$ cat config.mk
export PLATFORM = sky130hd
export DESIGN_NAME = tsm_pin_mux
export DESIGN_NICKNAME = d
export VERILOG_FILES = /design/src/pkg/tsm_pkg.sv /design/src/verilog/tsm_pin_mux.sv /design/src/verilog/tsm_pin_cell.sv
export VERILOG_INCLUDE_DIRS = /design/src /design/src/pkg
export SDC_FILE = /design/constraint.sdc
export NUM_CORES = 1
export LEC_CHECK = 0
export ABC_AREA = 1
export BUFFER_PORTS_ARGS = -buffer_cell sky130_fd_sc_hd__buf_2
export CORE_MARGIN = 2
export CORE_UTILIZATION = 46
export DETAILED_ROUTE_END_ITERATION = 10
export GPL_TIMING_DRIVEN = 1
export PLACE_DENSITY = 0.91
export SKIP_LAST_GASP = 1
export SLEW_MARGIN = 20
export SYNTH_ARGS = -nofsm -noshare
export SYNTH_HDL_FRONTEND = slang
export SYNTH_SLANG_ARGS = --single-unit
$ cat constraint.sdc
create_clock -name CLK -period 1.9 [get_ports CLK]
set_input_delay 0.38 -clock CLK [delete_from_list [all_inputs] [get_ports CLK]]
set_output_delay 0.38 -clock CLK [all_outputs]
set_load 0.01 [all_outputs]
$ cat src/pkg/tsm_map.svh
`ifndef TSM_MAP_SVH
`define TSM_MAP_SVH

// pin slots handled by the block
`define TSM_NPIN        5
`define TSM_PA0         0
`define TSM_PA1         1
`define TSM_PA2         2
`define TSM_PA3         3
`define TSM_PB4         4

// timer 2 channel index inside the capture enable and channel vectors
`define TSM_CH1         0
`define TSM_CH2         1
`define TSM_CH3         2
`define TSM_CH4         3

// timer 2 remap bit positions
`define TSM_RMP_CH1     4
`define TSM_RMP_CH2     5
`define TSM_RMP_CH3     6
`define TSM_RMP_CH4     7

// serial controller configuration bits
`define TSM_RTS_EN      5
`define TSM_SPI_MASTER  4

// per-pin function field layout and codes
`define TSM_FN_W        4
`define TSM_FN_PA0_LSB  0
`define TSM_FN_PA1_LSB  4
`define TSM_FN_PA2_LSB  8
`define TSM_FN_PA3_LSB  12
`define TSM_FN_PB4_LSB  0
`define TSM_FN_ANALOG   4'h0
`define TSM_FN_OUT      4'h1
`define TSM_FN_IN       4'h4
`define TSM_FN_OUT_OD   4'h5
`define TSM_FN_ALT      4'h9
`define TSM_FN_ALT_OD   4'hd

// serial controller mode field codes
`define TSM_MODE_OFF    2'h0
`define TSM_MODE_UART   2'h1
`define TSM_MODE_SPI    2'h2
`define TSM_MODE_TWI    2'h3

// idle levels and selector width
`define TSM_IDLE_HI     1'b1
`define TSM_IDLE_LO     1'b0
`define TSM_SEL_W       3
`define TSM_RSTSYNC_0   2'h0

`endif

$ cat src/pkg/tsm_pkg.sv
`include "tsm_map.svh"

package tsm_pkg;

    typedef logic [`TSM_FN_W-1:0] tsm_fn_t;

    typedef enum logic [1:0] {
        TSM_OFF  = `TSM_MODE_OFF,
        TSM_UART = `TSM_MODE_UART,
        TSM_SPI  = `TSM_MODE_SPI,
        TSM_TWI  = `TSM_MODE_TWI
    } tsm_mode_t;

    typedef struct packed {
        logic [1:0] sync;
        logic       o;
        logic       oe;
    } tsm_cell_st_t;

    typedef struct packed {
        logic [`TSM_NPIN-1:0] in;
        logic [`TSM_NPIN-1:0] out;
        logic [`TSM_NPIN-1:0] oe;
    } tsm_pins_t;

    typedef struct packed {
        logic master_out;
        logic master_in;
        logic spi_clock;
        logic twowire_data;
        logic twowire_clock;
    } tsm_s2_t;

    typedef struct packed {
        logic [3:0] timer_in;
        logic       s1_ssel_n;
        tsm_s2_t    s2;
        logic       s2_ssel_n;
        logic [`TSM_NPIN-1:0] gpio_in;
        logic       irq_c;
        logic       irq_d;
        logic       usb_minus;
        logic       usb_plus;
    } tsm_main_st_t;

    function automatic logic tsm_is_alt(input tsm_fn_t fn);
        return (fn == `TSM_FN_ALT) || (fn == `TSM_FN_ALT_OD);
    endfunction

    function automatic logic tsm_is_analog(input tsm_fn_t fn);
        return fn == `TSM_FN_ANALOG;
    endfunction

endpackage

$ cat src/verilog/tsm_pin_mux.sv
`timescale 1ns/1ps
`include "tsm_map.svh"

// How it works
// - remap bit 7 moves timer channel 4 from port A bit 2 to port B bit 4.
// - remap bit 4 clear keeps timer channel 1 on port A bit 0.
// - remap bit 6 clear keeps timer channel 3 on port A bit 1.
// - remap bit 5 clear keeps timer channel 2 on port A bit 3.
// - each channel captures from the pin its remap bit selects.
// - timer drives a pin only if enabled and field picks alternate output.
// - serial 1 RTS on port B bit 4 only when channel 4 is not there.
// - serial 2 outputs on shared port A pins only when timer is not there.
// - serial 1 RTS needs its enable bit 5 and UART mode.
// - serial 2 SPI master drives data out and clock; slave takes them in.
// - SPI slaves read slave select on port B bit 4 and port A bit 3.
// - serial 2 slave drives data on port A bit 1; master reads it there.
// - two-wire data and clock need the open-drain alternate function.
// - only the chosen serial protocol reaches the pins.
// - analog function on port A bits 0 and 1 connects the USB pads.
// - four-bit function field per pin from the port config registers.
// - external interrupts C and D each pick any pin by selector.

module tsm_pin_mux #(
    parameter logic HAS_USB = 1'b1
) (
    input  wire logic                  CLK,
    input  wire logic                  NRST,
    input  wire logic [`TSM_NPIN-1:0]  PIN_IN,
    output logic      [`TSM_NPIN-1:0]  PIN_OUT,
    output logic      [`TSM_NPIN-1:0]  PIN_OE,
    input  wire logic [7:0]            TIMER2_REMAP,
    input  wire logic [3:0]            TIMER2_CAPTURE_ENABLE,
    input  wire logic [15:0]           PORTA_CONFIG_LOW,
    input  wire logic [3:0]            PORTB_CONFIG_HIGH,
    input  wire logic [7:0]            SERIAL1_UART_CONFIG,
    input  wire logic [7:0]            SERIAL1_SPI_CONFIG,
    input  wire logic [7:0]            SERIAL2_SPI_CONFIG,
    input  wire logic [1:0]            SERIAL1_MODE,
    input  wire logic [1:0]            SERIAL2_MODE,
    input  wire logic [`TSM_NPIN-1:0]  GPIO_OUT,
    output logic      [`TSM_NPIN-1:0]  GPIO_IN,
    input  wire logic [3:0]            TIMER2_CHANNEL_OUT,
    input  wire logic [2:0]            TIMER2_ALT_PIN_IN,
    output logic      [3:0]            TIMER2_CHANNEL_IN,
    input  wire logic                  SERIAL1_RTS_N,
    output logic                       SERIAL1_SLAVE_SELECT_N,
    input  wire tsm_pkg::tsm_s2_t      SERIAL2_TX,
    output tsm_pkg::tsm_s2_t           SERIAL2_RX,
    output logic                       SERIAL2_SLAVE_SELECT_N,
    output logic                       USB_MINUS_PAD,
    output logic                       USB_PLUS_PAD,
    input  wire logic [`TSM_SEL_W-1:0] EXT_IRQ_C_PIN_SELECT,
    input  wire logic [`TSM_SEL_W-1:0] EXT_IRQ_D_PIN_SELECT,
    output logic                       EXT_INTERRUPT_C,
    output logic                       EXT_INTERRUPT_D
);

    // pick one synchronised pin; selector beyond the pins reads low
    function automatic logic pick_pin(
        input logic [`TSM_NPIN-1:0]  pins,
        input logic [`TSM_SEL_W-1:0] sel
    );
        logic r;
        r = `TSM_IDLE_LO;
        for (int i = 0; i < `TSM_NPIN; i++) begin
            if (sel == i[`TSM_SEL_W-1:0]) begin
                r = pins[i];
            end
        end
        return r;
    endfunction

    // timer channel sitting on its port A home pin with output on
    function automatic logic home_drive(
        input logic en,
        input logic remap
    );
        return en && !remap;
    endfunction

    logic [1:0]                rst_q;
    logic                      rst_n;
    tsm_pkg::tsm_fn_t          fn [`TSM_NPIN];
    logic [`TSM_NPIN-1:0]      psync;
    logic [`TSM_NPIN-1:0]      din;
    logic [`TSM_NPIN-1:0]      alt_o;
    logic [`TSM_NPIN-1:0]      alt_en;
    logic [`TSM_NPIN-1:0]      is_alt;
    logic [`TSM_NPIN-1:0]      is_od;
    logic [`TSM_NPIN-1:0]      is_ana;
    logic [3:0]                t_home;
    logic                      t4_remote;
    logic                      s1_uart;
    logic                      s1_spi;
    logic                      s1_slave;
    logic                      s1_rts_on;
    logic                      s2_spi;
    logic                      s2_twi;
    logic                      s2_master;
    logic                      s2_slave;
    tsm_pkg::tsm_main_st_t     q;
    tsm_pkg::tsm_main_st_t     d;

    // reset release through two flops, assertion stays immediate
    always_ff @(posedge CLK or negedge NRST) begin
        if (!NRST) begin
            rst_q <= `TSM_RSTSYNC_0;
        end else begin
            rst_q <= {rst_q[0], 1'b1};
        end
    end
    assign rst_n = rst_q[1];

    assign fn[`TSM_PA0] =
        PORTA_CONFIG_LOW[`TSM_FN_PA0_LSB +: `TSM_FN_W];
    assign fn[`TSM_PA1] =
        PORTA_CONFIG_LOW[`TSM_FN_PA1_LSB +: `TSM_FN_W];
    assign fn[`TSM_PA2] =
        PORTA_CONFIG_LOW[`TSM_FN_PA2_LSB +: `TSM_FN_W];
    assign fn[`TSM_PA3] =
        PORTA_CONFIG_LOW[`TSM_FN_PA3_LSB +: `TSM_FN_W];
    assign fn[`TSM_PB4] =
        PORTB_CONFIG_HIGH[`TSM_FN_PB4_LSB +: `TSM_FN_W];

    always_comb begin
        for (int i = 0; i < `TSM_NPIN; i++) begin
            is_alt[i] = tsm_pkg::tsm_is_alt(fn[i]);
            is_od[i]  = fn[i] == `TSM_FN_ALT_OD;
            is_ana[i] = tsm_pkg::tsm_is_analog(fn[i]);
        end
    end

    // analog pins give no digital input, so nothing toggles on noise
    assign din = psync & ~is_ana;

    assign s1_uart   = SERIAL1_MODE == tsm_pkg::TSM_UART;
    assign s1_spi    = SERIAL1_MODE == tsm_pkg::TSM_SPI;
    assign s2_spi    = SERIAL2_MODE == tsm_pkg::TSM_SPI;
    assign s2_twi    = SERIAL2_MODE == tsm_pkg::TSM_TWI;
    // master or slave from the spi config bit
    assign s1_slave  = s1_spi && !SERIAL1_SPI_CONFIG[`TSM_SPI_MASTER];
    assign s2_master = s2_spi && SERIAL2_SPI_CONFIG[`TSM_SPI_MASTER];
    assign s2_slave  = s2_spi && !SERIAL2_SPI_CONFIG[`TSM_SPI_MASTER];

    // channel 1 at home when remap clear
    assign t_home[`TSM_CH1] = home_drive(
        TIMER2_CAPTURE_ENABLE[`TSM_CH1], TIMER2_REMAP[`TSM_RMP_CH1]);
    // channel 2 at home when remap clear
    assign t_home[`TSM_CH2] = home_drive(
        TIMER2_CAPTURE_ENABLE[`TSM_CH2], TIMER2_REMAP[`TSM_RMP_CH2]);
    // channel 3 at home when remap clear
    assign t_home[`TSM_CH3] = home_drive(
        TIMER2_CAPTURE_ENABLE[`TSM_CH3], TIMER2_REMAP[`TSM_RMP_CH3]);
    // channel 4 home or moved to port B
    assign t_home[`TSM_CH4] = home_drive(
        TIMER2_CAPTURE_ENABLE[`TSM_CH4], TIMER2_REMAP[`TSM_RMP_CH4]);
    assign t4_remote = TIMER2_CAPTURE_ENABLE[`TSM_CH4]
                    && TIMER2_REMAP[`TSM_RMP_CH4];

    // rts only with its enable and uart mode
    assign s1_rts_on = s1_uart && SERIAL1_UART_CONFIG[`TSM_RTS_EN];

    // source and request for every pin; timer wins where it owns the pin
    always_comb begin
        alt_o  = '0;
        alt_en = '0;

        // serial 2 data out only if channel 1 is away
        if (t_home[`TSM_CH1]) begin
            alt_o[`TSM_PA0]  = TIMER2_CHANNEL_OUT[`TSM_CH1];
            alt_en[`TSM_PA0] = 1'b1;
        end else if (s2_master) begin
            alt_o[`TSM_PA0]  = SERIAL2_TX.master_out;
            alt_en[`TSM_PA0] = 1'b1;
        end

        // slave data out shares the pin with channel 3
        if (t_home[`TSM_CH3]) begin
            alt_o[`TSM_PA1]  = TIMER2_CHANNEL_OUT[`TSM_CH3];
            alt_en[`TSM_PA1] = 1'b1;
        end else if (s2_slave) begin
            alt_o[`TSM_PA1]  = SERIAL2_TX.master_in;
            alt_en[`TSM_PA1] = 1'b1;
        end else if (s2_twi) begin
            // two-wire data only via open-drain field
            alt_o[`TSM_PA1]  = SERIAL2_TX.twowire_data;
            alt_en[`TSM_PA1] = is_od[`TSM_PA1];
        end

        // master clock out shares with channel 4
        if (t_home[`TSM_CH4]) begin
            alt_o[`TSM_PA2]  = TIMER2_CHANNEL_OUT[`TSM_CH4];
            alt_en[`TSM_PA2] = 1'b1;
        end else if (s2_master) begin
            alt_o[`TSM_PA2]  = SERIAL2_TX.spi_clock;
            alt_en[`TSM_PA2] = 1'b1;
        end else if (s2_twi) begin
            // two-wire clock only via open-drain field
            alt_o[`TSM_PA2]  = SERIAL2_TX.twowire_clock;
            alt_en[`TSM_PA2] = is_od[`TSM_PA2];
        end

        // port A bit 3 carries only channel 2 as an output
        if (t_home[`TSM_CH2]) begin
            alt_o[`TSM_PA3]  = TIMER2_CHANNEL_OUT[`TSM_CH2];
            alt_en[`TSM_PA3] = 1'b1;
        end

        // rts yields port B bit 4 to a remapped channel 4
        if (t4_remote) begin
            alt_o[`TSM_PB4]  = TIMER2_CHANNEL_OUT[`TSM_CH4];
            alt_en[`TSM_PB4] = 1'b1;
        end else if (s1_rts_on) begin
            alt_o[`TSM_PB4]  = SERIAL1_RTS_N;
            alt_en[`TSM_PB4] = 1'b1;
        end

        // nothing drives unless the field selects alternate
        alt_en = alt_en & is_alt;
    end

    // one cell per pin: input synchroniser and output register
    for (genvar p = 0; p < `TSM_NPIN; p++) begin : g_pin
        tsm_pin_cell u_cell (
            .clk      (CLK),
            .rst_n    (rst_n),
            .pad_i    (PIN_IN[p]),
            .fn       (fn[p]),
            .gpio_o   (GPIO_OUT[p]),
            .alt_o    (alt_o[p]),
            .alt_en   (alt_en[p]),
            .pad_o    (PIN_OUT[p]),
            .pad_oe   (PIN_OE[p]),
            .pad_sync (psync[p])
        );
    end

    always_comb begin
        d = q;

        d.timer_in[`TSM_CH1] = TIMER2_REMAP[`TSM_RMP_CH1]
                             ? TIMER2_ALT_PIN_IN[0]
                             : din[`TSM_PA0];
        d.timer_in[`TSM_CH2] = TIMER2_REMAP[`TSM_RMP_CH2]
                             ? TIMER2_ALT_PIN_IN[1]
                             : din[`TSM_PA3];
        d.timer_in[`TSM_CH3] = TIMER2_REMAP[`TSM_RMP_CH3]
                             ? TIMER2_ALT_PIN_IN[2]
                             : din[`TSM_PA1];
        d.timer_in[`TSM_CH4] = TIMER2_REMAP[`TSM_RMP_CH4]
                             ? din[`TSM_PB4]
                             : din[`TSM_PA2];

        // slave selects idle high outside slave mode
        d.s1_ssel_n = s1_slave ? din[`TSM_PB4] : `TSM_IDLE_HI;
        d.s2_ssel_n = s2_slave ? din[`TSM_PA3] : `TSM_IDLE_HI;

        // slave side takes data and clock in
        d.s2.master_out = s2_slave ? din[`TSM_PA0] : `TSM_IDLE_LO;
        d.s2.spi_clock  = s2_slave ? din[`TSM_PA2] : `TSM_IDLE_LO;
        // master reads its data in on port A bit 1
        d.s2.master_in  = s2_master ? din[`TSM_PA1] : `TSM_IDLE_LO;

        // released bus reads high when not in two-wire
        d.s2.twowire_data  = s2_twi ? din[`TSM_PA1] : `TSM_IDLE_HI;
        d.s2.twowire_clock = s2_twi ? din[`TSM_PA2] : `TSM_IDLE_HI;

        d.gpio_in = din;

        d.irq_c = pick_pin(din, EXT_IRQ_C_PIN_SELECT);
        d.irq_d = pick_pin(din, EXT_IRQ_D_PIN_SELECT);

        // analog field connects the usb pads
        d.usb_minus = HAS_USB && is_ana[`TSM_PA0];
        d.usb_plus  = HAS_USB && is_ana[`TSM_PA1];
    end

    always_ff @(posedge CLK or negedge rst_n) begin
        if (!rst_n) begin
            q           <= '0;
            q.s1_ssel_n <= `TSM_IDLE_HI;
            q.s2_ssel_n <= `TSM_IDLE_HI;
            q.s2.twowire_data  <= `TSM_IDLE_HI;
            q.s2.twowire_clock <= `TSM_IDLE_HI;
        end else begin
            q <= d;
        end
    end

    assign TIMER2_CHANNEL_IN      = q.timer_in;
    assign SERIAL1_SLAVE_SELECT_N = q.s1_ssel_n;
    assign SERIAL2_RX             = q.s2;
    assign SERIAL2_SLAVE_SELECT_N = q.s2_ssel_n;
    assign GPIO_IN                = q.gpio_in;
    assign EXT_INTERRUPT_C        = q.irq_c;
    assign EXT_INTERRUPT_D        = q.irq_d;
    assign USB_MINUS_PAD          = q.usb_minus;
    assign USB_PLUS_PAD           = q.usb_plus;

endmodule

$ cat src/verilog/tsm_pin_cell.sv
`timescale 1ns/1ps
`include "tsm_map.svh"

module tsm_pin_cell (
    input  wire logic            clk,
    input  wire logic            rst_n,
    input  wire logic            pad_i,
    input  wire tsm_pkg::tsm_fn_t fn,
    input  wire logic            gpio_o,
    input  wire logic            alt_o,
    input  wire logic            alt_en,
    output logic                 pad_o,
    output logic                 pad_oe,
    output logic                 pad_sync
);

    tsm_pkg::tsm_cell_st_t q;
    tsm_pkg::tsm_cell_st_t d;

    always_comb begin
        d = q;
        // stage 0 feeds only stage 1
        d.sync = {q.sync[0], pad_i};
        d.o    = `TSM_IDLE_LO;
        d.oe   = `TSM_IDLE_LO;
        if (tsm_pkg::tsm_is_analog(fn)) begin
            // analog: digital driver stays off
            d.oe = `TSM_IDLE_LO;
        end else if (tsm_pkg::tsm_is_alt(fn)) begin
            if (alt_en && fn == `TSM_FN_ALT_OD) begin
                d.oe = ~alt_o;
            end else if (alt_en) begin
                d.o  = alt_o;
                d.oe = 1'b1;
            end
        end else if (fn == `TSM_FN_OUT) begin
            d.o  = gpio_o;
            d.oe = 1'b1;
        end else if (fn == `TSM_FN_OUT_OD) begin
            d.oe = ~gpio_o;
        end
    end

    always_ff @(posedge clk or negedge rst_n) begin
        if (!rst_n) begin
            q <= '0;
        end else begin
            q <= d;
        end
    end

    assign pad_o    = q.o;
    assign pad_oe   = q.oe;
    assign pad_sync = q.sync[1];

endmodule

==> impl_metrics.env <==
export IMPL_fmax_mhz=756
export IMPL_post_place_ws_ns=0.656
export IMPL_setup_viol=0
export IMPL_layout_area_overhead_vs_synth_pct=29.0
export IMPL_fin_tns_setup_ns=0
export IMPL_post_route_cells_drive_above_1_share_pct=38.5
export IMPL_whs_ns=0.191
export IMPL_comb_power_share_pct=15.2
export IMPL_crit_path_max_fanout=1
export IMPL_worstPathRequired_ns=1.52
export IMPL_port_buffers=95
export IMPL_crit_reg2reg_launch="g_pin[2].u_cell.pad_sync"
export IMPL_critical_path_n_buffers_inverters=1
export IMPL_ir_drop_uv=366
export IMPL_cp_cell_sequence="buf_2"
export IMPL_clkTransAtPathRegs_ns=0.07
export IMPL_place_detailed_hpwl_mm=3.58
export IMPL_timing_clock_skew_ns=0.00318
export IMPL_synthesis_nets=323
export IMPL_top_level_port_count=121
export IMPL_cts_repair_resized=0
export IMPL_cts_root_to_sink_buffers=2
export IMPL_via_per_inst=4.67
export IMPL_grt_pass1_wl_mm=7.67
export IMPL_p_leak_uw=0.00146
export IMPL_synthesis_area_um2=1960
export IMPL_first_global_vias=1774
export IMPL_run_status="complete, no violations"
export IMPL_number_of_standard_cell_rows_in_the_floorplan=23
export IMPL_worst_setup_startpoint="SERIAL2_SLAVE_SELECT_N"
export IMPL_ys_seq_elements=42
export IMPL_first_iter_violations=82
export IMPL_drc_errors=0
export IMPL_cp_end_kind="output pin"
export IMPL_cts_setup_buffers=0
export IMPL_finalMaxSlewViolations=0
export IMPL_swShare_pct=25.6
export IMPL_worstSetupPathType="flop to output pin"
export IMPL_worstSetupStartpointType="flop"
export IMPL_power_frac_seq_pct=52.9
export IMPL_layout_min_cycle_time_ns=1.32
export IMPL_rsz0062_at_grt="false"
export IMPL_cts_made_buffers=5
export IMPL_holdCritPathClass="input port to flop"
export IMPL_layout_setup_ws_ns=0.578
export IMPL_antenna_found_initial=0
export IMPL_placeableCoreArea_um2=4060
export IMPL_finish_utilization_pct=62.4
export IMPL_wirelength_mm=4.39
export IMPL_power_clock_fraction_pct=32.0
export IMPL_grt_ovfl_total=0
export IMPL_power_net_switching_uw=465
export IMPL_fin_nets=417
export IMPL_syn_instance_count=232
export IMPL_ant_nets=0
export IMPL_post_drt_wl_per_cell_um=11.7
export IMPL_syn_area_per_cell_um2=8.46
export IMPL_netlist_cell_type_count=28
export IMPL_powerDensity_nw_per_um2=716
export IMPL_initial_core_util_pct=48.4
export IMPL_critical_path_top_delay_family="flip-flops"
export IMPL_clk_root_buffer_cell="sky130_fd_sc_hd__clkbuf_8"
export IMPL_insertedDiodeCount=0
export IMPL_worst_skew_pair_late_latency_ns=0.29
export IMPL_hp_start="PIN_IN[1]"
export IMPL_fp_dieH_um=69.3
export IMPL_critical_path_max_stage_delay_ns=0.51
export IMPL_clock_sinks=42
export IMPL_ctsHtreeMaxLevel=2
export IMPL_grt_use_total_pct=19.9
export IMPL_final_min_period_over_clock_period_pct=69.6
export IMPL_n_fill_cell=348
export IMPL_tritoncts_clock_tree="done"
export IMPL_vias_after_detailed_routing=1761
export IMPL_internal_uw=1350
export IMPL_drt_pass1_iterations=4
export IMPL_synth_seq_area_share_pct=53.8
export IMPL_finalWeightedCongestion=0.787
export IMPL_ys_warn_count=0
export IMPL_pin_count_of_the_biggest_net_entering_global_routing=22
export IMPL_fp_dieArea_um2=4810
export IMPL_cap_viol_max_count=0
export IMPL_worst_endpoint_arrival_ns=0.94
export IMPL_chipWidth_um=69.3
export IMPL_finalHoldViolCount=0
export IMPL_worst_path_max_delay_cell="sky130_fd_sc_hd__dfstp_2"
==> sequential cells by signal, summed over array words and instances (netlist names) <==
| signal | flops |
|---|---|
| SERIAL2_SLAVE_SELECT_N | 1 |
| GPIO_IN | 5 |
| SERIAL1_SLAVE_SELECT_N | 1 |
| g_pin.u_cell.pad_sync | 5 |
| EXT_INTERRUPT_D | 1 |
| SERIAL2_RX | 5 |
| USB_MINUS_PAD | 1 |
| USB_PLUS_PAD | 1 |
| g_pin.u_cell.pad_o | 5 |
| TIMER2_CHANNEL_IN | 4 |
| g_pin.u_cell.pad_oe | 5 |
| g_pin.u_cell.d | 5 |
| rst_q | 2 |
| EXT_INTERRUPT_C | 1 |
==> routing by layer <==
metal	up-vias	wire, µm	global-route usage, %
li1	902	-	-
met1	789	1800	22.0
met2	66	2290	37.8
met3	4	263	4.80
met4	0	44	5.45
met5	-	0	0
==> cell usage in the layout, fill, tap and decap left out, drive strengths merged <==
master | synthesis | final
dlygate4sd3 | 0 | 1
nor3 | 7 | 7
nor2 | 23 | 23
and3 | 1 | 1
dfrtp | 38 | 38
or2 | 2 | 2
dfstp | 4 | 4
clkbuf | 0 | 7
nand4 | 4 | 4
nand3b | 3 | 3
clkinv | 1 | 2
buf | 11 | 97
o21ai | 13 | 13
a21oi | 8 | 8
inv | 40 | 40
a31oi | 2 | 2
nand3 | 23 | 23
nand2 | 51 | 51
conb | 1 | 1
==> path summary, 6_finish.rpt <==
path,slack [ns],to,depth (start not counted)
max,0.58,SERIAL2_SLAVE_SELECT_N,1
min,0.19,g_pin[1].u_cell.d[3],1
max reg2reg,1.00,EXT_INTERRUPT_C,4
min reg2reg,0.22,TIMER2_CHANNEL_IN[3],0
max in group asynchronous,1.04,SERIAL2_RX[1],1
min in group asynchronous,0.22,TIMER2_CHANNEL_IN[3],0
==> cell type report <==
type	count	area, µm²	area share [%]
Tap cell	50	62.6	2.47
Timing Repair Buffer	98	500	19.8
Sequential cell	42	1060	41.7
Multi-Input combinational cell	138	663	26.2
Inverter	41	158	6.23
Clock buffer	7	86.3	3.41
Clock inverter	1	5.00	0.198
==> through the flow <==
stage	instances	total power, µW	area, µm²
final	377	1810	2530
after global placement	368	1240	2430
after detailed placement	368	1250	2430
after CTS	377	1840	2530
after floorplan	232	1120	1960
after global routing	377	1920	2530
==> cell families (layout without fill, tap and decap cells) <==
logic type      after synthesis  after routing  share of synthesized area, %
buf+inv                      52            147                          12.4
compound gates               23             23                          6.37
other cells                   1              1                         0.191
flops                        42             42                          53.8
simple gates                114            114                          27.2
==> synth_stat cells (all sizes together) <==
cell type  count  area (µm²)
nand2         51         199
inv           40         153
dfrtp         38         951
nand3         23         143
nor2          23        91.3
o21ai         13        68.8
buf           11        86.3
a21oi          8        43.8
nor3           7        35.0
dfstp          4         105
nand4          4        25.0
nand3b         3        22.5
a31oi          2        12.5
or2            2        12.5
and3           1        6.26
clkinv         1        5.00
conb           1        3.75
==> repair_timing <==
action	in CTS	in global routing
endpoints found under the setup margin	0	0
hold buffers	1	0
hold endpoints to repair	2	0
==> power by group through the flow <==
stage               registers [µW]  clock network (µW)  logic, µW
finish                         960                 580        275
global placement               975                   0        264
floorplan                      993                   0        125
global route                   966                 644        313
CTS                            961                 603        277
detailed placement             978                   0        275
(Power assumes the default switching activity.)
